<file path="src/logic/fpa_pkg.sv">
`default_nettype none
package fpa_pkg;

	// ------------------------------------------------------------
	// Modes and cell kinds
	// ------------------------------------------------------------
	typedef enum logic [1:0] {MODE_OFF, MODE_UTOPIA, MODE_NIBBLE, MODE_SERIAL} fpa_mode_t;
	typedef enum logic {CELL_IDLE, CELL_DATA} fpa_cell_t;

	// ------------------------------------------------------------
	// Widths and counts
	// ------------------------------------------------------------
	localparam int unsigned OCTET_W     = 8;
	localparam int unsigned FIFO_DEPTH  = 16;
	localparam int unsigned CELL_OCTETS = 53;
	localparam logic [5:0]  CELL_LAST   = 6'h34;  // 53 octets, index 0 to 52
	localparam logic [2:0]  BEATS_UTO   = 3'h0;   // Last beat index per octet
	localparam logic [2:0]  BEATS_NIB   = 3'h1;
	localparam logic [2:0]  BEATS_SER   = 3'h7;
	localparam int unsigned TX_PINS     = 5;      // Port A bits 22..18
	localparam int unsigned RX_PINS     = 5;      // Port A bits 17..13
	localparam int unsigned RX_LOW      = 3;      // Receive lanes 2..0
	localparam int unsigned IDENT_W     = 6;
	localparam int unsigned IDENT_PIN   = 2;      // Code bit on port A bit 13
	localparam int unsigned IDENT_DIR   = 5;      // 0 transmit, 1 receive

	// ------------------------------------------------------------
	// Idle cell contents and fill octets
	// ------------------------------------------------------------
	localparam logic [5:0] IDLE_HDR_IDX = 6'h03;
	localparam logic [5:0] IDLE_HEC_IDX = 6'h04;
	localparam logic [7:0] IDLE_HDR_OCT = 8'h01;
	localparam logic [7:0] IDLE_HEC_OCT = 8'h52;
	localparam logic [7:0] IDLE_PAY_OCT = 8'h6A;
	localparam logic [7:0] ZERO_OCT     = 8'h00;
	localparam logic [7:0] FLAG_OCT     = 8'h7E;

endpackage
`default_nettype wire

</file>
<file path="src/logic/fpa_fifo.sv">
`default_nettype none
module fpa_fifo #(
	parameter int unsigned WIDTH = 8,
	parameter int unsigned DEPTH = 16
) (
	input  wire logic             clk_sys,
	input  wire logic             srst,
	input  wire logic             ce,
	input  wire logic [WIDTH-1:0] in_data,
	input  wire logic             in_valid,
	output logic                  in_ready,
	output logic      [WIDTH-1:0] out_data,
	output logic                  out_valid,
	input  wire logic             out_ready
);

	localparam int unsigned AW = $clog2(DEPTH);
	localparam int unsigned CW = $clog2(DEPTH + 1);

	logic [WIDTH-1:0] mem_reg [DEPTH];
	logic [AW-1:0]    wr_ptr_reg;
	logic [AW-1:0]    rd_ptr_reg;
	logic [CW-1:0]    count_reg;
	logic [WIDTH-1:0] out_data_reg;
	logic             out_valid_reg;
	wire              push;
	wire              load;

	// ------------------------------------------------------------
	// Handshake terms
	// ------------------------------------------------------------
	assign in_ready  = (count_reg != CW'(DEPTH));
	assign push      = ce && in_valid && in_ready;
	assign load      = ce && (count_reg != '0) && (!out_valid_reg || out_ready);
	assign out_data  = out_data_reg;
	assign out_valid = out_valid_reg;

	// Storage array, no reset needed
	always_ff @(posedge clk_sys)
	begin
		if (push)
			mem_reg[wr_ptr_reg] <= in_data;
	end

	// Pointers, level and registered read stage
	always_ff @(posedge clk_sys)
	begin
		if (srst)
		begin
			wr_ptr_reg    <= '0;
			rd_ptr_reg    <= '0;
			count_reg     <= '0;
			out_data_reg  <= '0;
			out_valid_reg <= 1'b0;
		end
		else if (ce)
		begin
			if (push)
				wr_ptr_reg <= AW'(wr_ptr_reg + 1'b1);
			if (load)
			begin
				rd_ptr_reg   <= AW'(rd_ptr_reg + 1'b1);
				out_data_reg <= mem_reg[rd_ptr_reg];
			end
			count_reg <= CW'(count_reg + CW'(push) - CW'(load));
			if (load)
				out_valid_reg <= 1'b1;
			else if (out_ready)
				out_valid_reg <= 1'b0;
		end
	end

endmodule
`default_nettype wire

</file>
<file path="src/logic/fpa_lanes.sv">
// Contract
// - In cell mode bits 7..3 of each transmitted octet go out on five lanes, lane 7 most significant; bits 2..0 are not sent.
// - With no payload queued, the cell-mode transmitter sends idle cells.
// - Every cell sent or received is 53 octets and the cell counters wrap at that length.
// - In cell mode received octets come in on eight lanes, lane 7 most significant; lane 3 reads 0 while pin 13 drives the identity code.
// - In nibble mode four bits go out at a time on lanes 3 to 0, lane 3 most significant.
// - In nibble mode four bits come in at a time on lanes 3 to 0, lane 3 most significant.
// - In serial mode data goes out on one single-bit lane.
// - In serial mode data comes in on one single-bit lane.
// - Pins 22..18 carry cell lanes 3..7, pins 21..18 nibble lanes 3..0, pin 18 serial out.
// - Pins 17..13 carry cell lanes 7..3, pins 17..14 nibble lanes 0..3, pin 17 serial in.
// - A six-bit identity code names the DMA user, bits 0..4 its sub-block, pin 13 bit 2.
// - Identity bit 5 is 0 for a transmit transfer and 1 for a receive transfer.
// - The identity code of a failing DMA transfer is captured for software.
`default_nettype none
module fpa_lanes #(
	parameter int unsigned FIFO_DEPTH = fpa_pkg::FIFO_DEPTH
) (
	input  wire logic                               clk_sys,
	input  wire logic                               srst,
	input  wire logic                               ce,
	input  wire fpa_pkg::fpa_mode_t                 lane_mode,
	input  wire logic                               ident_sel,
	input  wire logic [fpa_pkg::OCTET_W-1:0]        tx_data,
	input  wire logic                               tx_valid,
	output logic                                    tx_ready,
	output logic                                    tx_underrun,
	output logic [fpa_pkg::TX_PINS-1:0]             tx_pin_out,
	output logic [fpa_pkg::TX_PINS-1:0]             tx_pin_oe,
	input  wire logic [fpa_pkg::RX_PINS-1:0]        rx_pin_in,
	input  wire logic [fpa_pkg::RX_LOW-1:0]         rx_low_in,
	input  wire logic                               rx_enable_strobe,
	output logic [fpa_pkg::OCTET_W-1:0]             rx_data,
	output logic                                    rx_valid,
	output logic                                    rx_cell_end,
	input  wire logic [fpa_pkg::IDENT_W-2:0]        ident_sub_code,
	input  wire logic                               ident_rx_section,
	input  wire logic                               dma_error,
	input  wire logic                               err_clear,
	output logic [fpa_pkg::IDENT_W-1:0]             module_ident_code,
	output logic [fpa_pkg::IDENT_W-1:0]             err_ident_code,
	output logic                                    err_flag,
	output logic                                    port_a_bit_13_out,
	output logic                                    port_a_bit_13_oe
);

	localparam int unsigned W = fpa_pkg::OCTET_W;
	localparam int unsigned SYNC_W = fpa_pkg::RX_PINS + fpa_pkg::RX_LOW + 1;

	// ------------------------------------------------------------
	// Declarations
	// ------------------------------------------------------------
	fpa_pkg::fpa_mode_t  mode_reg;
	fpa_pkg::fpa_cell_t  kind_reg;
	fpa_pkg::fpa_cell_t  kind_next;
	logic [W-1:0]        sh_reg;
	logic [W-1:0]        sh_next;
	logic [2:0]          beat_reg;
	logic [5:0]          tx_cnt_reg;
	wire  [fpa_pkg::TX_PINS-1:0] pin_next;
	logic [fpa_pkg::TX_PINS-1:0] pin_out_reg;
	logic [fpa_pkg::TX_PINS-1:0] pin_oe_reg;
	logic                underrun_reg;
	logic [SYNC_W-1:0]   s1_reg;
	logic [SYNC_W-1:0]   s2_reg;
	logic                en_d_reg;
	logic [W-1:0]        acc_reg;
	logic [2:0]          rx_beat_reg;
	logic [5:0]          rx_cnt_reg;
	logic [W-1:0]        rx_data_reg;
	logic                rx_valid_reg;
	logic                cell_end_reg;
	logic [fpa_pkg::IDENT_W-1:0] code_reg;
	logic [fpa_pkg::IDENT_W-1:0] err_code_reg;
	logic                err_flag_reg;
	logic                port_a_bit_13_out_reg;
	logic                port_a_bit_13_oe_reg;

	// ------------------------------------------------------------
	// Transmit queue
	// ------------------------------------------------------------
	wire [W-1:0] q_data;
	wire         q_valid;
	wire         q_ready;

	fpa_fifo #(
		.WIDTH (W),
		.DEPTH (FIFO_DEPTH)
	) u_tx_fifo (
		.clk_sys   (clk_sys),
		.srst      (srst),
		.ce        (ce),
		.in_data   (tx_data),
		.in_valid  (tx_valid),
		.in_ready  (tx_ready),
		.out_data  (q_data),
		.out_valid (q_valid),
		.out_ready (q_ready)
	);

	// ------------------------------------------------------------
	// Transmit octet selection
	// ------------------------------------------------------------
	wire       is_uto   = (mode_reg == fpa_pkg::MODE_UTOPIA);
	wire       is_nib   = (mode_reg == fpa_pkg::MODE_NIBBLE);
	wire       is_ser   = (mode_reg == fpa_pkg::MODE_SERIAL);
	wire [2:0] beat_last = is_uto ? fpa_pkg::BEATS_UTO :
			       is_nib ? fpa_pkg::BEATS_NIB : fpa_pkg::BEATS_SER;
	wire       tx_load  = (mode_reg != fpa_pkg::MODE_OFF) && (beat_reg == beat_last);
	wire       cell_top = (tx_cnt_reg == '0);
	wire       want_q   = is_uto ? (cell_top || kind_reg == fpa_pkg::CELL_DATA) : 1'b1;
	wire       use_q    = want_q && q_valid;
	wire       underrun = tx_load && is_uto && !cell_top
			      && kind_reg == fpa_pkg::CELL_DATA && !q_valid;
	wire [W-1:0] idle_oct = (tx_cnt_reg == fpa_pkg::IDLE_HDR_IDX) ? fpa_pkg::IDLE_HDR_OCT :
				(tx_cnt_reg == fpa_pkg::IDLE_HEC_IDX) ? fpa_pkg::IDLE_HEC_OCT :
				(tx_cnt_reg >  fpa_pkg::IDLE_HEC_IDX) ? fpa_pkg::IDLE_PAY_OCT :
				fpa_pkg::ZERO_OCT;
	// Idle cell when nothing is queued at a cell boundary
	wire [W-1:0] fill_oct = is_uto ? (kind_next == fpa_pkg::CELL_DATA ? fpa_pkg::IDLE_PAY_OCT
						: idle_oct) : fpa_pkg::FLAG_OCT;
	assign kind_next = (is_uto && cell_top) ? (q_valid ? fpa_pkg::CELL_DATA : fpa_pkg::CELL_IDLE)
					: kind_reg;
	assign q_ready   = tx_load && want_q;

	// Octet shifter: whole octet, high nibble first, or high bit first
	always_comb
	begin
		if (tx_load)
			sh_next = use_q ? q_data : fill_oct;
		else if (is_nib)
			sh_next = {sh_reg[3:0], 4'h0};
		else if (is_ser)
			sh_next = {sh_reg[6:0], 1'b0};
		else
			sh_next = sh_reg;
	end

	// Pin image of the octet now in the shifter, one function per pin
	genvar gi;
	generate
		for (gi = 0; gi < fpa_pkg::TX_PINS; gi++)
		begin : g_tx_pin
			if (gi < 4)
			begin : g_nib
				assign pin_next[gi] = is_uto ? sh_reg[W-1-gi] :
						      is_nib ? sh_reg[4+gi] :
						      (is_ser && gi == 0) ? sh_reg[W-1] : 1'b0;
			end
			else
			begin : g_uto
				assign pin_next[gi] = is_uto ? sh_reg[W-1-gi] : 1'b0;
			end
		end
	endgenerate

	wire [fpa_pkg::TX_PINS-1:0] oe_next = is_uto ? 5'h1F : is_nib ? 5'h0F :
					      is_ser ? 5'h01 : 5'h00;

	// Mode and transmit state
	always_ff @(posedge clk_sys)
	begin
		if (srst)
		begin
			mode_reg     <= fpa_pkg::MODE_OFF;
			kind_reg     <= fpa_pkg::CELL_IDLE;
			sh_reg       <= '0;
			beat_reg     <= '0;
			tx_cnt_reg   <= '0;
			pin_out_reg  <= '0;
			pin_oe_reg   <= '0;
			underrun_reg <= 1'b0;
		end
		else if (ce)
		begin
			mode_reg     <= lane_mode;
			sh_reg       <= sh_next;
			pin_out_reg  <= pin_next;
			pin_oe_reg   <= oe_next;
			underrun_reg <= underrun;
			beat_reg     <= (tx_load || mode_reg != lane_mode) ? 3'h0 : 3'(beat_reg + 1'b1);
			if (tx_load)
				kind_reg <= kind_next;
			if (!is_uto)
				tx_cnt_reg <= '0;
			else if (tx_load)
				tx_cnt_reg <= (tx_cnt_reg == fpa_pkg::CELL_LAST) ? 6'h00
					      : 6'(tx_cnt_reg + 1'b1);
		end
	end

	// ------------------------------------------------------------
	// Receive pin synchroniser
	// ------------------------------------------------------------
	always_ff @(posedge clk_sys)
	begin
		if (srst)
		begin
			s1_reg <= '0;
			s2_reg <= '0;
		end
		else if (ce)
		begin
			s1_reg <= {rx_enable_strobe, rx_low_in, rx_pin_in};
			s2_reg <= s1_reg;
		end
	end

	// ------------------------------------------------------------
	// Receive lane decode
	// ------------------------------------------------------------
	wire [fpa_pkg::RX_PINS-1:0] rp  = s2_reg[fpa_pkg::RX_PINS-1:0];
	wire [fpa_pkg::RX_LOW-1:0]  rl  = s2_reg[fpa_pkg::RX_PINS +: fpa_pkg::RX_LOW];
	wire                        ren = s2_reg[SYNC_W-1];
	wire                        lane3 = port_a_bit_13_oe_reg ? 1'b0 : rp[0];
	wire [W-1:0] rx_oct = {rp[4], rp[3], rp[2], rp[1], lane3, rl};
	wire [3:0]   rx_nib = {rp[1], rp[2], rp[3], rp[4]};
	wire         rx_bit = rp[4];
	wire         rx_take = is_uto ? en_d_reg : (is_nib || is_ser);
	wire [2:0]   rx_last = is_nib ? fpa_pkg::BEATS_NIB : fpa_pkg::BEATS_SER;
	wire [W-1:0] acc_next = is_nib ? {acc_reg[3:0], rx_nib} : {acc_reg[6:0], rx_bit};
	wire         rx_done = is_uto ? rx_take : (rx_take && rx_beat_reg == rx_last);

	// Receive assembly and cell framing
	always_ff @(posedge clk_sys)
	begin
		if (srst)
		begin
			en_d_reg     <= 1'b0;
			acc_reg      <= '0;
			rx_beat_reg  <= '0;
			rx_cnt_reg   <= '0;
			rx_data_reg  <= '0;
			rx_valid_reg <= 1'b0;
			cell_end_reg <= 1'b0;
		end
		else if (ce)
		begin
			en_d_reg     <= ren && is_uto;
			rx_valid_reg <= rx_done;
			cell_end_reg <= rx_done && is_uto && rx_cnt_reg == fpa_pkg::CELL_LAST;
			if (rx_take && !is_uto)
				acc_reg <= acc_next;
			if (!rx_take || is_uto || rx_done)
				rx_beat_reg <= '0;
			else
				rx_beat_reg <= 3'(rx_beat_reg + 1'b1);
			if (rx_done)
				rx_data_reg <= is_uto ? rx_oct : acc_next;
			if (!is_uto)
				rx_cnt_reg <= '0;
			else if (rx_done)
				rx_cnt_reg <= (rx_cnt_reg == fpa_pkg::CELL_LAST) ? 6'h00
					      : 6'(rx_cnt_reg + 1'b1);
		end
	end

	// ------------------------------------------------------------
	// Identity code, error capture and pin 13
	// ------------------------------------------------------------
	wire [fpa_pkg::IDENT_W-1:0] code_next = {ident_rx_section, ident_sub_code};

	always_ff @(posedge clk_sys)
	begin
		if (srst)
		begin
			code_reg     <= '0;
			err_code_reg <= '0;
			err_flag_reg <= 1'b0;
			port_a_bit_13_out_reg <= 1'b0;
			port_a_bit_13_oe_reg  <= 1'b0;
		end
		else if (ce)
		begin
			code_reg     <= code_next;
			port_a_bit_13_out_reg <= ident_sel && code_reg[fpa_pkg::IDENT_PIN];
			port_a_bit_13_oe_reg  <= ident_sel;
			if (dma_error)
				err_code_reg <= code_reg;
			err_flag_reg <= dma_error || (err_flag_reg && !err_clear);
		end
	end

	// ------------------------------------------------------------
	// Outputs
	// ------------------------------------------------------------
	assign tx_pin_out        = pin_out_reg;
	assign tx_pin_oe         = pin_oe_reg;
	assign tx_underrun       = underrun_reg;
	assign rx_data           = rx_data_reg;
	assign rx_valid          = rx_valid_reg;
	assign rx_cell_end       = cell_end_reg;
	assign module_ident_code = code_reg;
	assign err_ident_code    = err_code_reg;
	assign err_flag          = err_flag_reg;
	assign port_a_bit_13_out = port_a_bit_13_out_reg;
	assign port_a_bit_13_oe  = port_a_bit_13_oe_reg;
endmodule
`default_nettype wire

</file>
<file path="config.mk">
export PLATFORM = sky130hd
export DESIGN_NAME = fpa_lanes
export DESIGN_NICKNAME = d
export VERILOG_FILES = /design/src/logic/fpa_pkg.sv /design/src/logic/fpa_fifo.sv /design/src/logic/fpa_lanes.sv
export SDC_FILE = /design/constraint.sdc
export NUM_CORES = 1
export LEC_CHECK = 0
export BUFFER_PORTS_ARGS = -buffer_cell sky130_fd_sc_hd__clkbuf_2
export CORE_ASPECT_RATIO = 1.2
export CORE_MARGIN = 4
export CORE_UTILIZATION = 54
export CTS_CLUSTER_DIAMETER = 120
export DETAILED_ROUTE_END_ITERATION = 10
export HOLD_SLACK_MARGIN = 0.03
export PLACE_DENSITY_LB_ADDON = 0.3
export SYNTH_ARGS = -nofsm -noshare
export SYNTH_HDL_FRONTEND = slang
export SYNTH_SLANG_ARGS = --single-unit
</file>
<file path="constraint.sdc">
create_clock -name clk_sys -period 3.7 [get_ports clk_sys]
set_input_delay 0.37 -clock clk_sys [delete_from_list [all_inputs] [get_ports clk_sys]]
set_output_delay 0.37 -clock clk_sys [all_outputs]
set_load 0.01 [all_outputs]
</file>
==> out/metrics.yaml <==
htreeDepth: 1
synth_top_family_by_area: "multiplexers"
drc: 0
dp_hpwl_um: 13000
final_antenna_net_count: 0
synth_fa_ha_area_frac: 0.0291
ys.flop_type: "edfxtp_1"
ir_drop_mv: 0.488
total_leakage_power_nw: 4.07
via_per_inst: 5.64
cts_tree: "yes"
placed_area_um2: 10700
port_buffers: 68
status: "finished clean"
netlist_instances: 816
ios: 69
n_antenna_cell: 0
synth-xor-area-share: 0.0155
cp.required_ns: 4.10
cts_made_buffers: 25
cp-start-kind: "flip-flop"
fp.dieW_um: 133
routedWlPerCell_um: 17.7
gr-usage-all-layers: 0.192
syn_nets: 871
synth_mux_area_frac: 0.131
p_total_mw: 6.43
cp_max_fo: 5
period_minus_slack_ns: 3.46
antenna_found_initial: 0
tightest_slew_ns: 0.953
clock_sinks: 239
synthToLayoutAreaGrowth_pct: 13.4
num_rows: 54
avgSynthCellArea_um2: 12.4
largest_reg_flops: 128
worstSetupPathType: "reg -> reg"
synth.distinct_cells: 64
cts_setup_buffers: 0
min_path_type: "in -> reg"
period_share: 0.936
cts_root_buffer: "clkbuf_16"
synth_area_um2: 10100
cp-end-kind: "flip-flop"
hold_buffers: 0
initial_core_util: 0.554
finalWirelength_um: 20200
slew_violations: 0
clock_path_buffers: 3
grt_max_degree: 87
layout-drive-gt1-share: 0.179
seq_area_frac_synth: 0.598
clk_latency_ns: 0.51
synth_edf_count: 128
fin_area_um2: 11500
path_clk_slew_ns: 0.06
grt_first_pass_wirelength_um: 32800
hold_viol: 0
finalSetupViolCount: 0
finClkSkew_ns: 0.0228
cp.arrival_ns: 3.86
fin_nets: 927
fmax_mhz: 289
grt_overflow: 0
rsz0062_at_grt: "false"
hold_ws_ns: 0.0997
core-area_um2: 18300
maxCapViolations: 0
die_y_um: 158
ys_seq_elements: 239
ys_warn_count: 0
drtIter0Drc: 503
relSlewSlack: 0.364
p_per_area_nw_per_um2: 560
grt_pass1_vias: 6335
gp_congestion: 0.819
vias: 6435
dr.pass1.iters: 5
synth_compound_area_frac: 0.0902
dieArea_um2: 21000
tns_ns: 0
synthSimpleGateAreaFrac: 0.100
async_reset_ff_frac: 0
## synthesized netlist by cell type, types with 3 or more instances
master    instances  area share
nor2_1          101       0.037
o21ai_0          21       0.010
a21oi_1          37       0.018
buf_1             8      0.0030
nand2b_1          7      0.0043
mux2i_1          64       0.063
edfxtp_1        128        0.38
inv_1            24      0.0089
clkbuf_1         32       0.012
nand4_1           6      0.0037
xnor2_1          15       0.013
nand2_1          55       0.020
ha_1             22       0.027
a211oi_1         20       0.015
mux4_2           30       0.067
a31oi_1           4      0.0025
nor3_1           10      0.0049
and2_1            4      0.0025
a221oi_1          3      0.0026
o211ai_1          3      0.0022
xor2_1            3      0.0026
a22oi_1          15       0.011
buf_4             3      0.0022
a21o_1            5      0.0037
buf_2             4      0.0020
a32oi_1           3      0.0026
nor2b_1           6      0.0037
and3_1            6      0.0037
dfxtp_1         111        0.22
nand3_1          19      0.0094
buf_6             5      0.0056
## routing by layer
layer	up-vias	routed length, µm	GRT usage	part of all wire
met2	136	10100	0.339	0.50
li1	3118	-	-	-
met1	3140	8720	0.248	0.43
met3	41	765	0.0267	0.038
met5	-	0	0	0
met4	0	600	0.0617	0.030
## where the power goes
part,total (mW),leakage (nW),switching (mW),internal (mW)
registers,3.02,2.06,0.125,2.90
clock network,2.53,0.404,0.964,1.56
logic,0.884,1.61,0.468,0.416
total,6.43,4.07,1.56,4.88
## cells in the final DEF, fill, tap and decap left out, types with 3 or more instances in the layout
master and instances:
nand3_1 19, a22oi_1 15, clkbuf_2 68, bufinv_16 4, clkbuf_16 25, nor2b_1 6
a32oi_1 3, xnor2_1 15, nand4_1 6, a21o_1 5, a211oi_1 20, edfxtp_1 128
o21ai_0 21, nand2_1 55, inv_1 24, clkinv_1 3, a221oi_1 3, o211ai_1 3
nand2b_1 7, nor3_1 10, a31oi_1 4, xor2_1 3, and2_1 4, mux2i_1 64
clkbuf_1 5, dfxtp_1 108, mux4_2 30, dfxtp_2 3, buf_4 16, and3_1 6
nor2_1 101, ha_1 22, a21oi_1 37
## logic make-up after synthesis
family | Yosys count
adder cells (fa/ha/maj) | 23
XOR/XNOR | 18
buffers and inverters | 79
flip-flops | 239
multiplexers | 95
AO/OA/AOI/OAI | 135
AND/OR/NAND/NOR | 227
## cell type report
cell class,count,area (µm²)
clock inverter,10,153
inverter,25,93.8
sequential,239,6070
clock buffer,34,682
multi-input combinational,498,3710
timing repair buffer,83,470
fill,1415,6810
tap,252,315
## per-stage QoR
step,setup WS (ns),cells,util
after detailed placement,0.195,1097,0.582
after floorplan,0.108,816,-
after CTS,0.160,1141,0.628
after global placement,0.255,1097,0.582
final,0.237,1141,0.628
after global routing,0.0104,1141,0.628
## path summary, 6_finish.rpt
| kind | cells past startpoint | slack, ns | from | end |
|---|---|---|---|---|
| hold / removal | 3 | 0.1 | rx_low_in[2] | s1_reg[7]$_SDFFE_PP0P_ |
| setup reg to reg | 14 | 0.24 | mode_reg[0]$_SDFFE_PP0P_ | u_tx_fifo.count_reg[4]$_SDFFE_PP0P_ |
| setup / recovery | 14 | 0.24 | mode_reg[0]$_SDFFE_PP0P_ | u_tx_fifo.count_reg[4]$_SDFFE_PP0P_ |
| hold reg to reg | 2 | 0.45 | err_ident_code[2]$_SDFFE_PP0P_ | err_ident_code[2]$_SDFFE_PP0P_ |
## repair_timing
item	CTS	global route
hold endpoints to repair	0	0
gates resized for setup	0	2
setup endpoints to repair	0	1
## critical path, stage by stage (launching register included)
cell and delay, ns:
dfxtp_2 0.37, inv_1 0.08, ha_1 0.31, or3b_1 0.37
a211o_2 0.38, a211oi_4 0.27, ha_1 0.16, inv_1 0.04
ha_1 0.22, fa_1 0.41, a21oi_1 0.15, o21bai_1 0.09
xnor2_1 0.19, a21oi_1 0.09, a31o_2 0.22
(Power assumes the default switching activity.)
